$ cat src/inc/jk_ms_pkg.sv
package jk_ms_pkg;
   // ------------------------------------------------------------
   // input combining variants
   // ------------------------------------------------------------
   typedef enum logic [0:0] {
      combine_and_or = 1'h0,
      combine_and    = 1'h1
   } combine_type;

   // ------------------------------------------------------------
   // sizes and reset values
   // ------------------------------------------------------------
   localparam int   term_width   = 3;
   localparam int   term_count   = 2;
   localparam logic state_reset  = 1'h0;
   localparam logic master_reset = 1'h0;

   // clock period of mclk in ns (20 MHz)
   localparam int   mclk_period_ns = 50;
endpackage

$ cat src/hw/jk_master_slave_flip_flop.sv
`timescale 1ns/1ps
// Behaviour
// - isolate slave, load master, block, transfer
// - and-or variant: combined terms enter master
// - and variant: only the first term, anded, enters master
// - low preset forces state to one
// - low clear forces state to zero
// - preset and clear ignore the clock pulse but act on mclk edges
// - hold, reset, set or toggle per j/k
module jk_master_slave_flip_flop
   import jk_ms_pkg::*;
#(
   parameter combine_type combine = combine_and,
   parameter int          width   = term_width,
   parameter int          terms   = term_count
) (
   input  wire logic                           mclk,
   input  wire logic                           srst,
   input  wire logic                           clk_pulse,
   input  wire logic [terms-1:0][width-1:0]    j_in,
   input  wire logic [terms-1:0][width-1:0]    k_in,
   input  wire logic                           preset_n,
   input  wire logic                           clear_n,
   output logic                                q,
   output logic                                q_n
);

   // ------------------------------------------------------------
   // input combining
   // ------------------------------------------------------------
   logic [terms-1:0] j_prod;
   logic [terms-1:0] k_prod;
   logic             j_term;
   logic             k_term;

   for (genvar i = 0; i < terms; i++) begin : g_prod
      assign j_prod[i] = &j_in[i];
      assign k_prod[i] = &k_in[i];
   end

   always_comb begin
      if (combine == combine_and_or) begin
         j_term = |j_prod;
         k_term = |k_prod;
      end else begin
         j_term = j_prod[0];
         k_term = k_prod[0];
      end
   end

   // ------------------------------------------------------------
   // master stage
   // ------------------------------------------------------------
   // sampled clock pulse marks the two phases; pins are synchronous
   logic clk_prev;
   logic master;
   logic slave_state;

   always_ff @(posedge mclk) begin
      if (srst) begin
         clk_prev <= 1'h0;
      end else begin
         clk_prev <= clk_pulse;
      end
   end

   // master loads only on the rising pulse edge, then inputs are blocked
   // while high, so level changes during the pulse cannot leak in
   always_ff @(posedge mclk) begin
      if (srst) begin
         master <= master_reset;
      end else if (clk_pulse && !clk_prev) begin
         case ({j_term, k_term})
            2'h0:    master <= slave_state;
            2'h1:    master <= 1'h0;
            2'h2:    master <= 1'h1;
            2'h3:    master <= ~slave_state;
            default: master <= slave_state;
         endcase
      end
   end

   // ------------------------------------------------------------
   // slave stage and overrides
   // ------------------------------------------------------------
   // preset and clear are sampled each cycle, independent of the pulse;
   // both low gives preset priority, an illegal case on the part anyway
   always_ff @(posedge mclk) begin
      if (srst) begin
         slave_state <= state_reset;
      end else if (!preset_n) begin
         slave_state <= 1'h1;
      end else if (!clear_n) begin
         slave_state <= 1'h0;
      end else if (!clk_pulse && clk_prev) begin
         slave_state <= master;
      end
   end

   always_ff @(posedge mclk) begin
      if (srst) begin
         q   <= state_reset;
         q_n <= ~state_reset;
      end else if (!preset_n) begin
         q   <= 1'h1;
         q_n <= 1'h0;
      end else if (!clear_n) begin
         q   <= 1'h0;
         q_n <= 1'h1;
      end else if (!clk_pulse && clk_prev) begin
         q   <= master;
         q_n <= ~master;
      end
   end

endmodule // jk_master_slave_flip_flop

$ cat config.mk
export PLATFORM = sky130hd
export DESIGN_NAME = jk_master_slave_flip_flop
export DESIGN_NICKNAME = d
export VERILOG_FILES = /design/src/inc/jk_ms_pkg.sv /design/src/hw/jk_master_slave_flip_flop.sv
export SDC_FILE = /design/constraint.sdc
export NUM_CORES = 1
export LEC_CHECK = 0
export BUFFER_PORTS_ARGS = -buffer_cell sky130_fd_sc_hd__buf_4
export CORE_AREA = 2 2 39 41
export CTS_CLUSTER_SIZE = 28
export DETAILED_ROUTE_END_ITERATION = 8
export DIE_AREA = 0 0 41 43
export SYNTH_ARGS = -nofsm -noshare
export SYNTH_HDL_FRONTEND = slang
export SYNTH_SLANG_ARGS = --single-unit
$ cat constraint.sdc
create_clock -name mclk -period 2.2 [get_ports mclk]
set_input_delay 0.44 -clock mclk [delete_from_list [all_inputs] [get_ports mclk]]
set_output_delay 0.44 -clock mclk [all_outputs]
set_load 0.03 [all_outputs]
======== Word-level counts from Yosys, hierarchy flattened ========
Index checks and enable logic that the tools add are counted.
storage, ports and cells
  output and inout bits ................... 2
  flip-flop bits (word level) ............. 4
  word-level logic and storage cells ...... 24
  bits of input ports ..................... 17
operators by class
  equal/unequal tests ..................... 4
  multiplexer cells ....................... 7
  reduce and logical (&&, ||, !) cells .... 7
  bitwise operators ....................... 2
operators by type and width
  kind                                                                   number
  1-bit 2-to-1 mux                                                       6
  3-bit AND reduction                                                    2
  2-bit equality test, second input constant                             2
  1-bit case mux with 4 select lines                                     1
  3-bit by 2-bit != test with 1-bit output, second input constant        1
  2-bit by 1-bit equality test with 1-bit output, second input constant  1
  1-bit logical AND                                                      2
  1-bit logical NOT                                                      2
  2-bit logical NOT                                                      1
  1-bit inverter                                                         2

======== Depth between registers and ports, before layout ========
  depth in word-level cells ............... 5
  depth in mapped cells ................... 3
  gate-level depth less buffers ........... 3

======== Worst setup path after synthesis ========
No wires, ideal clock.
  path kind ............................... register -> register
  start point ............................. reg q (netlist name)
  end point ............................... reg master
  period minus slack after synthesis ...... 972 ps
  stages on the path, launching flop included .. 3
  required time ........................... 2,104 ps
  path slack .............................. 1,228 ps
  library setup time ...................... 96 ps
  arrival time ............................ 877 ps
  buffers on the path ..................... 0
  cell sequence ........................... dfxtp_1 a31oi_1 o41ai_2
RTL lines
  what                  RTL line                         RTL
  to (signal assigned)  jk_master_slave_flip_flop.sv:71  master <= master_reset;
  to (signal assigned)  jk_master_slave_flip_flop.sv:74  2'h0: master <= slave_state;
  to (signal assigned)  jk_master_slave_flip_flop.sv:77  2'h3: master <= ~slave_state;
  to (decl)             jk_master_slave_flip_flop.sv:56  logic master;

======== Worst setup path after layout ========
  start point ............................. reg q
  end point ............................... out q
RTL lines
  what                    RTL line                          RTL
  from (decl)             jk_master_slave_flip_flop.sv:24   output logic q,
  from (signal assigned)  jk_master_slave_flip_flop.sv:102  q <= state_reset;
  from (signal assigned)  jk_master_slave_flip_flop.sv:111  q <= master;
No word-level cell between the ends.

==> impl_metrics.py <==
metrics = {
    "logic_synthesis": {
        "synth_commonest_cells": "sky130_fd_sc_hd__dfxtp_1 (4), sky130_fd_sc_hd__a31oi_1 (2), sky130_fd_sc_hd__nand2b_1 (2), sky130_fd_sc_hd__nand3b_1 (2)",
        "synth.yosys.warnings": 0,
        "synth_nets": 33,
        "share_of_async_settable_or_async_resettable_flops_after_synthesis_pct": 0,
        "netlist-cell-type-count": 10,
        "syn_avg_cell_area_sq_um": 10.9,
        "synthFlopType": "sky130_fd_sc_hd__dfxtp_1",
        "synth-edff-count": 0,
        "netlist_instances": 16,
        "synthTopCellsByArea": "sky130_fd_sc_hd__dfxtp_1 (46%), sky130_fd_sc_hd__o41ai_2 (9.4%), sky130_fd_sc_hd__nand3b_1 (8.6%)",
        "postSynthRegisterBits": 4,
        "cell_with_the_most_instances_after_synthesis": "sky130_fd_sc_hd__dfxtp_1",
        "syn-cell-area_sq_um": 174,
        "ys_seq_area_share_pct": 46.0,
        "synth_top_cell_by_area": "sky130_fd_sc_hd__dfxtp_1",
        "synth.top_cell.area_share_pct": 46.0,
    },
    "floorplan": {
        "die_area_sq_um": 1760,
        "design.core.area_sq_um": 1380,
        "chipWidth_um": 41,
        "die_height_um": 43,
        "initial_core_util_pct": 12.6,
        "io_pins": 19,
        "placementRows": 14,
    },
    "routing": {
        "firstDrtPassIters": 1,
        "remaining_drc_errors": 0,
        "routed-via-count": 191,
        "detail_route.iter0.violations": 0,
        "drt_wl_total_um": 421,
        "number_of_nets_with_antenna_violations_after_routing": 0,
        "drt-wirelength-per-cell_um": 8.96,
        "route.detailed.vias_per_inst": 4.06,
    },
    "placement": {
        "place_ws_ns": 1.09,
        "routabilityCongestion": 0.728,
        "dp_hpwl_um": 342,
        "numPortBuffers": 12,
    },
    "global_route": {
        "vias_in_the_first_global_route": 179,
        "globalRoute.totalOverflow": 0,
        "antenna_violations_before_repair": 0,
        "grt_start_max_net_pins": 6,
        "gr-usage-all-layers_pct": 5.93,
        "first_pass_grt_wire_length_um": 676,
    },
    "timing": {
        "setup_slack_ns": 0.985,
        "rsz0062_at_grt": "no",
        "final_max_slew_viol_count": 0,
        "max_clock_freq_mhz": 823,
        "period_minus_slack_ns": 1.21,
        "fin_setup_tns_ns": 0,
        "timing_worst_slew_pin_value_ns": 0.218,
        "endpoints_failing_hold": 0,
        "period_share_pct": 55.2,
        "slew_headroom_pct": 85.3,
        "worst_clock_skew_ns": 0.00305,
        "setup_viol": 0,
    },
    "power": {
        "net_sw_power_w": 0.0000439,
        "power_density_nw_per_um2": 660,
        "share_comb_of_total_power_pct": 16.6,
        "power_frac_seq_pct": 39.7,
        "p_int_w": 0.000158,
        "power.ir.vdd_worst_mv": 0.407,
        "p_leak_nw": 0.132,
        "switching_share_pct": 21.7,
        "power_frac_clock_pct": 43.7,
    },
    "job": {
        "number_of_max_cap_violations": 0,
    },
    "clocking": {
        "cts_setup_buffers": 0,
        "tritoncts": "yes",
        "ctsResizeCount": 0,
        "ctsHoldBuffers": 0,
        "cts_num_sinks": 4,
        "cts_buf_count": 3,
        "clk_root_buffer_cell": "sky130_fd_sc_hd__clkbuf_4",
        "clock_latency_ns": 0.23,
        "htreeDepth": 1,
        "clkTransAtPathRegs_ns": 0.04,
        "clockBufferDepth": 2,
    },
    "worst_setup_path": {
        "rr_worst_depth": 2,
        "startpoint_kind_of_the_worst_setup_timing_path": "flop",
        "cp.arrival_ns": 0.77,
        "worstPathRequired_ns": 1.76,
        "cpMaxStageDelayCell": "sky130_fd_sc_hd__dfxtp_1",
        "worst_path_dominant_cell_family": "flip-flops",
        "cp_cell_sequence": "buf_4",
        "critPathMaxFanout": 4,
        "crit_type": "reg -> out",
        "r2r_end": "master$_SDFFE_PP0P_",
        "slowest_delay_ns": 0.36,
        "worst_setup_path_end_kind": "output port",
        "cp-startpoint": "q$_SDFFE_PP0P_",
        "rrSetupSlack_ns": 1.37,
        "worst_r2r_startpoint": "clk_prev$_SDFF_PP0_",
        "cp_num_buf_inv": 1,
        "cp.depth": 1,
        "critical_path.endpoint": "q",
    },
    "worst_hold_path": {
        "worstHoldPathType": "in -> reg",
    },
    "layout": {
        "insertedDiodeCount": 0,
        "drive_gt1_share_pct": 54.8,
        "nets": 50,
        "syn2layout_area_growth_pct": 76.3,
    },
    "run_status": {
        "outcome": "finished clean",
    },
}
-- layout make-up --
| cell class | instances | area, sq um |
|---|---|---|
| Multi-Input combinational cell | 12 | 93.8 |
| Fill cell | 144 | 1080 |
| Timing Repair Buffer | 12 | 90.1 |
| Clock buffer | 3 | 22.5 |
| Tap cell | 16 | 20.0 |
| Sequential cell | 4 | 80.1 |
-- cells by family (layout without fill, tap and decap cells) --
kind of cell	Yosys count	after routing	share of synthesized area, %
and+or+nand+nor	8	8	32.4
buffers and inverters	0	15	0
AOI/OAI and AO/OA	4	4	21.6
DFF	4	4	46.0
-- sequential cells by signal, indices dropped and copies added, names as in the netlist --
name      count
q             1
clk_prev      1
master        1
q_n           1
-- power groups by stage --
stage               combinational [W]  sequential, W  clock (W)
floorplan                  0.00000877      0.0000856          0
global placement            0.0000337      0.0000813          0
detailed placement          0.0000341      0.0000814          0
CTS                         0.0000341      0.0000803  0.0000933
global route                0.0000368      0.0000810  0.0000996
finish                      0.0000336      0.0000804  0.0000883
-- placed cells by master (no fill, tap or decap), drive strengths merged --
cell type,Yosys,final
buf,0,12
dfxtp,4,4
clkbuf,0,3
a31oi,2,2
nand2b,2,2
nand3b,2,2
nor2b,1,1
and4,1,1
o41ai,1,1
nand4b,1,1
nand3,1,1
a31o,1,1
-- layer usage --
metal / GRT usage, % / routed length (um) / vias to the layer above
met1: 7.10 / 196 / 81
met5: 0 / 0 / -
li1: - / - / 96
met2: 6.88 / 136 / 14
met3: 6.28 / 88 / 0
met4: 2.00 / 0 / 0
-- worst min-delay path by stage --
stage / depth (start not counted) / startpoint / end
after CTS: 2 / preset_n / q$_SDFFE_PP0P_
after global routing: 2 / preset_n / q$_SDFFE_PP0P_
after detailed placement: 2 / master$_SDFFE_PP0P_ / master$_SDFFE_PP0P_
after floorplan: 2 / master$_SDFFE_PP0P_ / master$_SDFFE_PP0P_
final: 2 / preset_n / q$_SDFFE_PP0P_
after global placement: 2 / master$_SDFFE_PP0P_ / master$_SDFFE_PP0P_
-- metrics by stage --
step                      util (%)  cells  total power, W  cell area, sq um  hold slack [ns]
after global routing          22.2     47        0.000217               307            0.400
after detailed placement      20.5     44        0.000115               284            0.492
final                         22.2     47        0.000202               307            0.401
after CTS                     22.2     47        0.000208               307            0.394
after floorplan                  -     16       0.0000944               174            0.466
after global placement        20.5     44        0.000115               284            0.488
(Power assumes the default switching activity.)
